File: src/logic/isoch_bridge_regs.vh
// Register offsets, field positions and reset values of the bridge header bank.
// Assumes inclusion by bare name from the design modules.
`ifndef ISOCH_BRIDGE_REGS_VH
`define ISOCH_BRIDGE_REGS_VH

// ----------------------------------------------------------------------------
// Register indices and byte addresses
// ----------------------------------------------------------------------------
// Each register sits at four times its index, so every access is one aligned word.
`define OFS_TX_HEADER_WORD_A 12'h0e0
`define OFS_TX_CHANNEL_SPEED 12'h0e8
`define OFS_RECEIVE_SETUP 12'h0f0
`define IDX_TX_HEADER_WORD_A 12'h038
`define IDX_TX_CHANNEL_SPEED 12'h03a
`define IDX_RECEIVE_SETUP 12'h03c

// ----------------------------------------------------------------------------
// Reset values
// ----------------------------------------------------------------------------
`define RST_TX_HEADER_WORD_A 16'h0000
`define RST_TX_CHANNEL_SPEED 16'h0000
`define RST_RECEIVE_SETUP 16'h0000

// ----------------------------------------------------------------------------
// Field positions
// ----------------------------------------------------------------------------
`define SID_MSB 15
`define SID_LSB 10
`define DBS_MSB 9
`define DBS_LSB 2
`define FN_MSB 1
`define FN_LSB 0
`define FMT_MSB 15
`define FMT_LSB 10
`define TSF_BIT 9
`define TXCH_MSB 8
`define TXCH_LSB 3
`define SPD_MSB 2
`define SPD_LSB 1
`define RSV_BIT 0
`define RX_START_B_BIT 15
`define RX_STOP_B_BIT 14
`define RXCH_B_MSB 13
`define RXCH_B_LSB 8
`define RX_START_A_BIT 7
`define RX_STOP_A_BIT 6
`define RXCH_A_MSB 5
`define RXCH_A_LSB 0

// ----------------------------------------------------------------------------
// Speed codes
// ----------------------------------------------------------------------------
`define SPEED_100 2'h0
`define SPEED_200 2'h1
`define SPEED_400 2'h2
`define SPEED_RSVD 2'h3

`endif

File: src/logic/isoch_bridge_header_config.v
// APB register bank holding the isochronous header fields of the second
// bridge channel and the receive commands of both bridge channels.
// Assumes an APB master on pclk and receive engines that pulse acknowledges.
`timescale 1ns/1ps
`include "isoch_bridge_regs.vh"
module isoch_bridge_header_config (
    input wire pclk,
    input wire presetn,
    input wire psel,
    input wire penable,
    input wire pwrite,
    input wire [11:0] paddr,
    input wire [31:0] pwdata,
    output reg [31:0] prdata,
    output reg pready,
    output reg pslverr,
    output reg [5:0] tx_source_id_second,
    output reg [7:0] tx_block_size_second,
    output reg [1:0] tx_fraction_count_second,
    output reg [5:0] tx_format_code_second,
    output reg tx_time_shift_flag_second,
    output reg [5:0] tx_channel_second,
    output reg [1:0] tx_speed_second,
    output reg tx_speed_reserved,
    input wire rx_started_a,
    input wire rx_stopped_a,
    input wire rx_started_b,
    input wire rx_stopped_b,
    output wire rx_start_req_a,
    output wire rx_stop_req_a,
    output wire rx_start_req_b,
    output wire rx_stop_req_b,
    output wire rx_running_a,
    output wire rx_running_b,
    input wire pkt_valid,
    input wire [5:0] pkt_channel,
    output wire rx_accept_a,
    output wire rx_accept_b
);

    // ------------------------------------------------------------------------
    // Register storage
    // ------------------------------------------------------------------------
    reg [15:0] hdr_word_q;
    reg [15:0] chan_speed_q;
    reg [5:0] rx_chan_a_q;
    reg [5:0] rx_chan_b_q;
    wire start_pend_a;
    wire stop_pend_a;
    wire start_pend_b;
    wire stop_pend_b;
    wire setup_access;
    wire wr_en;
    wire rd_en;
    wire hit_hdr;
    wire hit_cs;
    wire hit_rx;
    wire hit_any;
    reg [15:0] rd_mux;

    // The bank answers with no wait state, so the access phase is one cycle.
    assign setup_access = psel & ~penable;
    assign hit_hdr = (paddr == `OFS_TX_HEADER_WORD_A);
    assign hit_cs = (paddr == `OFS_TX_CHANNEL_SPEED);
    assign hit_rx = (paddr == `OFS_RECEIVE_SETUP);
    assign hit_any = hit_hdr | hit_cs | hit_rx;
    assign wr_en = psel & penable & pready & pwrite & hit_any;
    assign rd_en = setup_access & ~pwrite;

    always @(posedge pclk or negedge presetn) begin
        if (!presetn) begin
            pready <= 1'b0;
            pslverr <= 1'b0;
            prdata <= 32'h00000000;
        end else begin
            pready <= setup_access;
            pslverr <= setup_access & ~hit_any;
            if (rd_en) begin
                prdata <= {16'h0000, rd_mux};
            end else if (setup_access) begin
                prdata <= 32'h00000000;
            end
        end
    end

    // ------------------------------------------------------------------------
    // Writes
    // ------------------------------------------------------------------------
    // Registers sit at four times their index, so no access straddles two words.
    always @(posedge pclk or negedge presetn) begin
        if (!presetn) begin
            hdr_word_q <= `RST_TX_HEADER_WORD_A;
            chan_speed_q <= `RST_TX_CHANNEL_SPEED;
            rx_chan_a_q <= 6'h00;
            rx_chan_b_q <= 6'h00;
        end else if (wr_en) begin
            if (hit_hdr) begin
                hdr_word_q <= pwdata[15:0];
            end
            if (hit_cs) begin
                chan_speed_q <= {pwdata[15:1], 1'b0};
            end
            if (hit_rx) begin
                rx_chan_b_q <= pwdata[`RXCH_B_MSB:`RXCH_B_LSB];
                rx_chan_a_q <= pwdata[`RXCH_A_MSB:`RXCH_A_LSB];
            end
        end
    end

    // ------------------------------------------------------------------------
    // Read mux
    // ------------------------------------------------------------------------
    always @* begin
        rd_mux = 16'h0000;
        if (hit_hdr) begin
            rd_mux = hdr_word_q;
        end else if (hit_cs) begin
            rd_mux = {chan_speed_q[15:1], 1'b0};
        end else if (hit_rx) begin
            rd_mux = {start_pend_b, stop_pend_b, rx_chan_b_q,
                      start_pend_a, stop_pend_a, rx_chan_a_q};
        end
    end

    // ------------------------------------------------------------------------
    // Header fields toward the transmitter
    // ------------------------------------------------------------------------
    always @(posedge pclk or negedge presetn) begin
        if (!presetn) begin
            tx_source_id_second <= 6'h00;
            tx_block_size_second <= 8'h00;
            tx_fraction_count_second <= 2'h0;
            tx_format_code_second <= 6'h00;
            tx_time_shift_flag_second <= 1'b0;
            tx_channel_second <= 6'h00;
            tx_speed_second <= 2'h0;
            tx_speed_reserved <= 1'b0;
        end else begin
            tx_source_id_second <= hdr_word_q[`SID_MSB:`SID_LSB];
            tx_block_size_second <= hdr_word_q[`DBS_MSB:`DBS_LSB];
            tx_fraction_count_second <= hdr_word_q[`FN_MSB:`FN_LSB];
            tx_format_code_second <= chan_speed_q[`FMT_MSB:`FMT_LSB];
            tx_time_shift_flag_second <= chan_speed_q[`TSF_BIT];
            tx_channel_second <= chan_speed_q[`TXCH_MSB:`TXCH_LSB];
            tx_speed_second <= chan_speed_q[`SPD_MSB:`SPD_LSB];
            // Code 11 is flagged so the transmitter can refuse to send.
            tx_speed_reserved <= (chan_speed_q[`SPD_MSB:`SPD_LSB] == `SPEED_RSVD);
        end
    end

    // ------------------------------------------------------------------------
    // Receive commands
    // ------------------------------------------------------------------------
    wire set_start_b;
    wire set_stop_b;
    wire set_start_a;
    wire set_stop_a;
    assign set_start_b = wr_en & hit_rx & pwdata[`RX_START_B_BIT];
    assign set_stop_b = wr_en & hit_rx & pwdata[`RX_STOP_B_BIT];
    assign set_start_a = wr_en & hit_rx & pwdata[`RX_START_A_BIT];
    assign set_stop_a = wr_en & hit_rx & pwdata[`RX_STOP_A_BIT];

    rx_run_ctrl u_run_b (
        .pclk(pclk),
        .presetn(presetn),
        .start_set(set_start_b),
        .stop_set(set_stop_b),
        .start_ack(rx_started_b),
        .stop_ack(rx_stopped_b),
        .start_pend_q(start_pend_b),
        .stop_pend_q(stop_pend_b),
        .running_q(rx_running_b)
    );

    rx_run_ctrl u_run_a (
        .pclk(pclk),
        .presetn(presetn),
        .start_set(set_start_a),
        .stop_set(set_stop_a),
        .start_ack(rx_started_a),
        .stop_ack(rx_stopped_a),
        .start_pend_q(start_pend_a),
        .stop_pend_q(stop_pend_a),
        .running_q(rx_running_a)
    );

    assign rx_start_req_b = start_pend_b;
    assign rx_stop_req_b = stop_pend_b;
    assign rx_start_req_a = start_pend_a;
    assign rx_stop_req_a = stop_pend_a;

    // ------------------------------------------------------------------------
    // Channel filters
    // ------------------------------------------------------------------------
    chan_match #(.CH_W(6)) u_match_b (
        .pclk(pclk),
        .presetn(presetn),
        .enable(rx_running_b),
        .pkt_valid(pkt_valid),
        .pkt_channel(pkt_channel),
        .want_channel(rx_chan_b_q),
        .accept_q(rx_accept_b)
    );

    chan_match #(.CH_W(6)) u_match_a (
        .pclk(pclk),
        .presetn(presetn),
        .enable(rx_running_a),
        .pkt_valid(pkt_valid),
        .pkt_channel(pkt_channel),
        .want_channel(rx_chan_a_q),
        .accept_q(rx_accept_a)
    );

endmodule // isoch_bridge_header_config

File: src/logic/rx_run_ctrl.v
// One bridge channel's receive run control with a self-clearing command pair.
// Assumes the receive engine acknowledges start and stop with one-cycle pulses.
`timescale 1ns/1ps
module rx_run_ctrl (
    input wire pclk,
    input wire presetn,
    input wire start_set,
    input wire stop_set,
    input wire start_ack,
    input wire stop_ack,
    output reg start_pend_q,
    output reg stop_pend_q,
    output reg running_q
);
    // A new write wins over an acknowledge arriving in the same cycle.
    always @(posedge pclk or negedge presetn) begin
        if (!presetn) begin
            start_pend_q <= 1'b0;
            stop_pend_q <= 1'b0;
            running_q <= 1'b0;
        end else begin
            if (start_set) begin
                start_pend_q <= 1'b1;
            end else if (start_ack) begin
                start_pend_q <= 1'b0;
            end
            if (stop_set) begin
                stop_pend_q <= 1'b1;
            end else if (stop_ack) begin
                stop_pend_q <= 1'b0;
            end
            if (stop_ack) begin
                running_q <= 1'b0;
            end else if (start_ack) begin
                running_q <= 1'b1;
            end
        end
    end
endmodule // rx_run_ctrl

File: src/logic/chan_match.v
// Compares a received packet's channel number with the programmed one.
// Assumes the packet channel and its valid strobe are synchronous to pclk.
`timescale 1ns/1ps
module chan_match #(
    parameter CH_W = 6
) (
    input wire pclk,
    input wire presetn,
    input wire enable,
    input wire pkt_valid,
    input wire [CH_W-1:0] pkt_channel,
    input wire [CH_W-1:0] want_channel,
    output reg accept_q
);
    always @(posedge pclk or negedge presetn) begin
        if (!presetn) begin
            accept_q <= 1'b0;
        end else begin
            accept_q <= enable & pkt_valid & (pkt_channel == want_channel);
        end
    end
endmodule // chan_match

File: config.mk
export PLATFORM = sky130hd
export DESIGN_NAME = isoch_bridge_header_config
export DESIGN_NICKNAME = d
export VERILOG_FILES = /design/src/logic/isoch_bridge_header_config.v /design/src/logic/rx_run_ctrl.v /design/src/logic/chan_match.v
export VERILOG_INCLUDE_DIRS = /design/src /design/src/logic
export SDC_FILE = /design/constraint.sdc
export NUM_CORES = 1
export LEC_CHECK = 0
export BUFFER_PORTS_ARGS = -buffer_cell sky130_fd_sc_hd__buf_2
export CAP_MARGIN = 20
export CORE_UTILIZATION = 45
export DETAILED_ROUTE_END_ITERATION = 8
export HOLD_SLACK_MARGIN = 0.08
export PLACE_DENSITY = 0.73
export SETUP_SLACK_MARGIN = 0.5
export SYNTH_ARGS = -nofsm -noshare
export SYNTH_HDL_FRONTEND = slang
export SYNTH_SLANG_ARGS = --single-unit
export TNS_END_PERCENT = 30
File: constraint.sdc
create_clock -name pclk -period 2.7 [get_ports pclk]
set_clock_uncertainty 0.2 [all_clocks]
set_input_delay 0.405 -clock pclk [delete_from_list [all_inputs] [get_ports pclk]]
set_output_delay 0.405 -clock pclk [all_outputs]
set_load 0.02 [all_outputs]
==> metrics.txt, run 1 <==
status completed; CTS Buf Count 9; Max IR drop VDD ~0.34 mV; CTS tree yes; synthesized cell area 4220 um^2; Pre-antenna DRT Iters 4; max_slew headroom 0.470; fraction of registers with async set/reset 1.00; Site Rows 34; Yosys reg bits 101; core area 8890 um^2; Pleak approximately 2.7 nW; routability cong. between 0.7 and 0.8; Worst-path clk slew ~90 ps; worst path arrival time approximately 2000 ps; post-placement setup slack around 300 ps; cell area power density ~530 nW/um^2; Ant. Diodes 0; Filler cells 746; hpwl dp 6.52 mm; synthesis-to-finish area growth 21.6%; later-pin clock latency in the skew report around 360 ps; Total GRT Usage 0.205; first-pass GRT wire length approximately 15 mm; CP Max Fanout 8; Post-CTS Setup Bufs 0; DR WL met3 about 420 um; commonest cells after routing, fill and taps aside 101 x dfrtp_1, 100 x buf_2, 36 x mux2_2, 28 x a221oi_1, 19 x nor2_1; Synth Instances roughly 320; number of synthesized flops with an enable pin 0; setup slack after layout roughly 690 ps; H-tree levels 3; Synth area leader dfrtp_1; total negative slack 0 ps; M1 WL between 4 and 5 mm; main area contributors after synthesis dfrtp_1 60%, mux2_2 9.6%, a221oi_1 5.8%; Max Cap Violations 0; max layer used met4; Congestion Overflow GR 0; Yosys top cell area share 0.598; Post-DRT Antenna Nets 0; WL met2 approximately 4.7 mm; die width 98.9 um; Die Y about 99 um; Max clock buf depth 2; Avg WL per Cell 17.4 um; vias per cell 5.34; largest net degree at the start of global routing 64; Clock Tree Root clkbuf_8; placed cells about 520; initial antenna violation count 0; crit path capture type flop; Tightest Pin Transition 796 ps; Initial Utilization 0.475; Synth cell types 39; final setup vio count 0; crit path kind primary input to flop; Tot Pwr 2.73 mW; main flop type after synthesis dfrtp_1; Initial DRC Count 89; # IOs about 130; Avg Inst Size Synth between 10 and 15 um^2; max-slew violations 0; clock sinks between 100 and 150; Seq/Total Area, Yosys 0.598; Yosys warnings 0; nets between 400 and 500; Hold Path Class primary input to flop; fmax between 400 and 500 MHz; final std cells w/o fill around 550; I/O Buffers between 100 and 150; final period utilization 0.746; share of cells above drive strength 1 0.410; vias in the first global route just over 3000; Required @ worst endpoint about 2800 ps; fin crit period a little over 2000 ps; vias after detailed routing 2921; CP Launch Type primary input; RSZ-0062 raised after global routing no; DRT Wirelength between 9 and 10 mm; die area 9780 um^2; Final Hold Viols 0; most common cell after layout, fill and taps aside dfrtp_1; drc violations 0
## sequential cells by signal, indices dropped and copies added, names as in the netlist, 2 cells and up
| register | flops |
|---|---|
| rx_chan_b_q | 6 |
| rx_chan_a_q | 6 |
| hdr_word_q | 16 |
| tx_source_id_second | 6 |
| tx_format_code_second | 6 |
| tx_channel_second | 6 |
| tx_block_size_second | 8 |
| tx_fraction_count_second | 2 |
| prdata | 16 |
| chan_speed_q | 15 |
| tx_speed_second | 2 |
## synthesized netlist by cell type, types with 2 or more instances
master	count
dfrtp_1	101
a221oi_1	28
nor4_1	2
buf_6	5
nand2b_1	17
nand2_1	15
xnor2_1	8
buf_2	3
mux2_2	36
a22o_1	4
and2_1	15
mux2_1	7
nand3_1	4
and2b_1	2
nor2_1	19
inv_1	5
xor2_1	4
nor4_4	2
clkbuf_1	7
buf_4	16
## critical path: stages
cell and delay, ps:
buf_2 130, or4b_4 600, nor4_4 190, and2b_1 180, buf_4 190, mux2_2 350
## final timing paths
| check | cells after the start | end | slack (ps) | startpoint |
|---|---|---|---|---|
| max | 6 | hdr_word_q[9]$_DFFE_PN0P_ | 690 | paddr[4] |
| min | 2 | u_run_a.stop_pend_q$_DFFE_PN0P_ | 90 | pwdata[6] |
| max reg2reg | 5 | hdr_word_q[9]$_DFFE_PN0P_ | 800 | pready$_DFF_PN0_ |
| min reg2reg | 0 | tx_format_code_second[0]$_DFF_PN0_ | 200 | chan_speed_q[10]$_DFFE_PN0P_ |
| max in group asynchronous | 3 | chan_speed_q[12]$_DFFE_PN0P_ | 1110 | presetn |
| min in group asynchronous | 2 | pready$_DFF_PN0_ | 450 | presetn |
## where the power goes
part / leakage [nW] / total, mW / internal, mW / switching, mW
Combinational: 1.20 / 0.170 / 0.0565 / 0.114
Clock: 0.107 / 1.04 / 0.523 / 0.520
Sequential: 1.41 / 1.52 / 1.52 / 0.00265
## layer usage
layer,vias to the layer above,track usage
li1,1333,-
met1,1486,0.268
met2,91,0.334
met3,11,0.0418
met4,0,0.0861
met5,-,0
## area by class of cell
type	instances	area (um^2)	area share
repair buffers	120	681	0.133
inverters	5	18.8	0.00365
clock inverters	6	86.3	0.0168
well taps	108	135	0.0263
multi-input cells	197	1560	0.304
flip-flops and latches	101	2530	0.492
clock buffers	10	128	0.0249
## what timing repair did
item	4_1_cts	5_1_grt
hold endpoints to repair	65	0
hold buffers	7	0
gates resized for setup	0	0
## metrics by stage
| stage | cell area (um^2) | hold WS, ps | util |
|---|---|---|---|
| 2_1_floorplan | 4320 | -90.6 | - |
| 3_3_place_gp | 4850 | 174 | 0.546 |
| 6_report | 5130 | 91.6 | 0.578 |
| 4_1_cts | 5130 | 80.3 | 0.578 |
| 3_5_place_dp | 4850 | 178 | 0.546 |
| 5_1_grt | 5130 | 82.8 | 0.578 |
## cells by family (layout without fill, tap and decap cells)
group,Yosys count,in the layout,share of synthesized area
mux,44,44,0.117
compound gates,38,38,0.0773
buf+inv,36,141,0.0560
simple gates,87,87,0.126
other cells,1,16,0.000888
flops,101,101,0.598
xor+xnor,12,12,0.0249
No activity file was read; power rests on OpenSTA's default activity.
==> run 2, diff against run 1 <==
==> constraint.sdc (replaced) <==
create_clock -name pclk -period 2.1 [get_ports pclk]
set_clock_uncertainty 0.2 [all_clocks]
set_input_delay 0.315 -clock pclk [delete_from_list [all_inputs] [get_ports pclk]]
set_output_delay 0.315 -clock pclk [all_outputs]
set_load 0.02 [all_outputs]
==> run 2 against run 1 <==
Net effect:
- non-clock buffer count up 34
- power up 21%
- register-to-register slack got worse by 540 ps
- final area grew 8.2%
- first-iteration DRC count is 11% lower
- critical endpoint is now hdr_word_q[2]$_DFFE_PN0P_
- clock power increased by 6%
- sequential power increased by 28%
==> metrics.txt, run 2 (synthesized netlist as in run 1, its figures left out) <==
later-pin clock latency in the skew report approximately 360 ps; Critical R2R Launch pready$_DFF_PN0_; RSZ-0062 raised after global routing yes; CTS Buf Count 9; routability cong. about 0.81; die area approximately 9800 um^2; hpwl dp a little under 7 mm; Site Rows 34; fin crit period roughly 1900 ps; crit path capture type flop; crit path kind primary input to flop; vias in the first global route ~3200; nets around 530; Hold Path Class primary input to flop; die width between 90 and 100 um; CTS tree yes; cell area after layout approximately 5600 um^2; Initial Utilization 0.475; Hold Path End u_match_a.accept_q$_DFF_PN0_; most common cell after layout, fill and taps aside dfrtp_1; Clock Tree Root clkbuf_8; Final Hold Viols 0; Worst-path clk slew around 90 ps; status completed; I/O Buffers ~100; hold path start pkt_channel[4]; share of cells above drive strength 1 0.411; vias after detailed routing 3109; fmax 524 MHz; core area just under 9000 um^2; Die Y between 90 and 100 um; WHS Path Cells 4; Congestion Overflow GR 0; Initial DRC Count 79; Bufs and invs on worst path 2; drc violations 0; Top Registers hdr_word_q (16), prdata (16), chan_speed_q (15); max layer used met4; final setup vio count 0; Filler cells roughly 700; WL met2 approximately 5.3 mm; R2R Setup Slk around 260 ps; Max Cap Violations 0; worst path arrival time 1960 ps; total negative slack 0 ps; Avg WL per Cell roughly 17 um; Max IR drop VDD 0.265 mV; reg-to-reg endpoint u_run_a.stop_pend_q$_DFFE_PN0P_; # IOs between 100 and 150; dpl cell area slightly below 5000 um^2; synthesis-to-finish area growth 31.5%; DRT Wirelength between 10 and 15 mm; most used cell, CP buf_6; Hold WS just under 70 ps; vias per cell 5.36; max-slew violations 0; final std cells w/o fill between 500 and 600; initial antenna violation count 0; cell chain of the critical path buf_6 > or4b_4 > nor4_4 > and2b_2 > buf_6 > mux2_2; cell area power density ~600 nW/um^2; first-pass GRT wire length roughly 16 mm; commonest cells after routing, fill and taps aside 101 x dfrtp_1, 98 x buf_2, 28 x a221oi_1, 28 x dlygate4sd3_1, 22 x mux2_2; final period utilization 0.909; post-placement setup slack -149 ps; Tot Pwr 3.31 mW; Pre-antenna DRT Iters 4; largest net degree at the start of global routing 63; CP Max Fanout 4; CP max stage delay about 550 ps; Total GRT Usage 0.219; Required @ worst endpoint about 2200 ps; Max clock buf depth 2; DR WL met3 roughly 420 um; final core occ 0.625; R2R depth 6; M1 WL 4.11 mm; clock sinks just over 100; top cell family by delay on the critical path simple AND/OR/NAND/NOR gates; slowest CP cell or4b_4; H-tree levels 3; placed cells about 530; setup slack after layout around 190 ps; CP Launch Type primary input; Post-DRT Antenna Nets 0; Pleak 2.89 nW; Ant. Diodes 0
## run 2: changes by cell type in the layout (fill, tap and decap cells not counted), moves of 2 or more
cell,delta
dlygate4sd3_1,+21
mux2_4,+15
mux2_2,-14
buf_4,+5
buf_6,+5
buf_12,+3
and2b_1,-2
and2b_2,+2
buf_2,-2
bufinv_16,-2
clkinv_2,-2
clkinvlp_4,+2
## run 2: area by class of cell
class | count | area [um^2] | area share
Sequential cell | 101 | 2530 | 0.455
Multi-Input combinational cell | 197 | 1620 | 0.292
Tap cell | 108 | 135 | 0.0243
Inverter | 5 | 18.8 | 0.00338
Timing Repair Buffer | 154 | 1080 | 0.195
Clock buffer | 12 | 145 | 0.0261
Clock inverter | 3 | 22.5 | 0.00405
## run 2: worst min-delay path: cells and delay by family
kind          cells  cell delay, ps
xor+xnor          1              70
simple gates      2             110
buf+inv           1             110
## run 2: where the power goes
| group | switching (mW) | leakage (nW) | internal, mW |
|---|---|---|---|
| Clock | 0.642 | 0.0747 | 0.458 |
| Combinational | 0.152 | 1.41 | 0.106 |
| Sequential | 0.00428 | 1.41 | 1.95 |
| Total | 0.798 | 2.89 | 2.51 |
## run 2: metal layers
metal | track usage | vias to the layer above
met4 | 0.130 | 0
met5 | 0 | -
met2 | 0.372 | 107
met3 | 0.0426 | 30
met1 | 0.259 | 1573
li1 | - | 1399
## run 2: repair_timing
item,in CTS,in global routing
gates resized for setup,20,1
pin swaps,5,0
endpoints found under the hold margin,153,0
setup buffers,3,0
endpoints found under the setup margin,60,63
cloned,2,0
hold buffers,28,0
## run 2: worst max-delay path by stage
stage	slack, ps	start	to	cells after the start
global route	150	paddr[8]	hdr_word_q[0]$_DFFE_PN0P_	6
CTS	210	paddr[8]	hdr_word_q[13]$_DFFE_PN0P_	6
finish	190	paddr[8]	hdr_word_q[2]$_DFFE_PN0P_	6
global placement	-130	paddr[4]	hdr_word_q[9]$_DFFE_PN0P_	6
detailed placement	-150	paddr[4]	hdr_word_q[9]$_DFFE_PN0P_	6
floorplan	-20	paddr[10]	rx_chan_a_q[0]$_DFFE_PN0N_	6
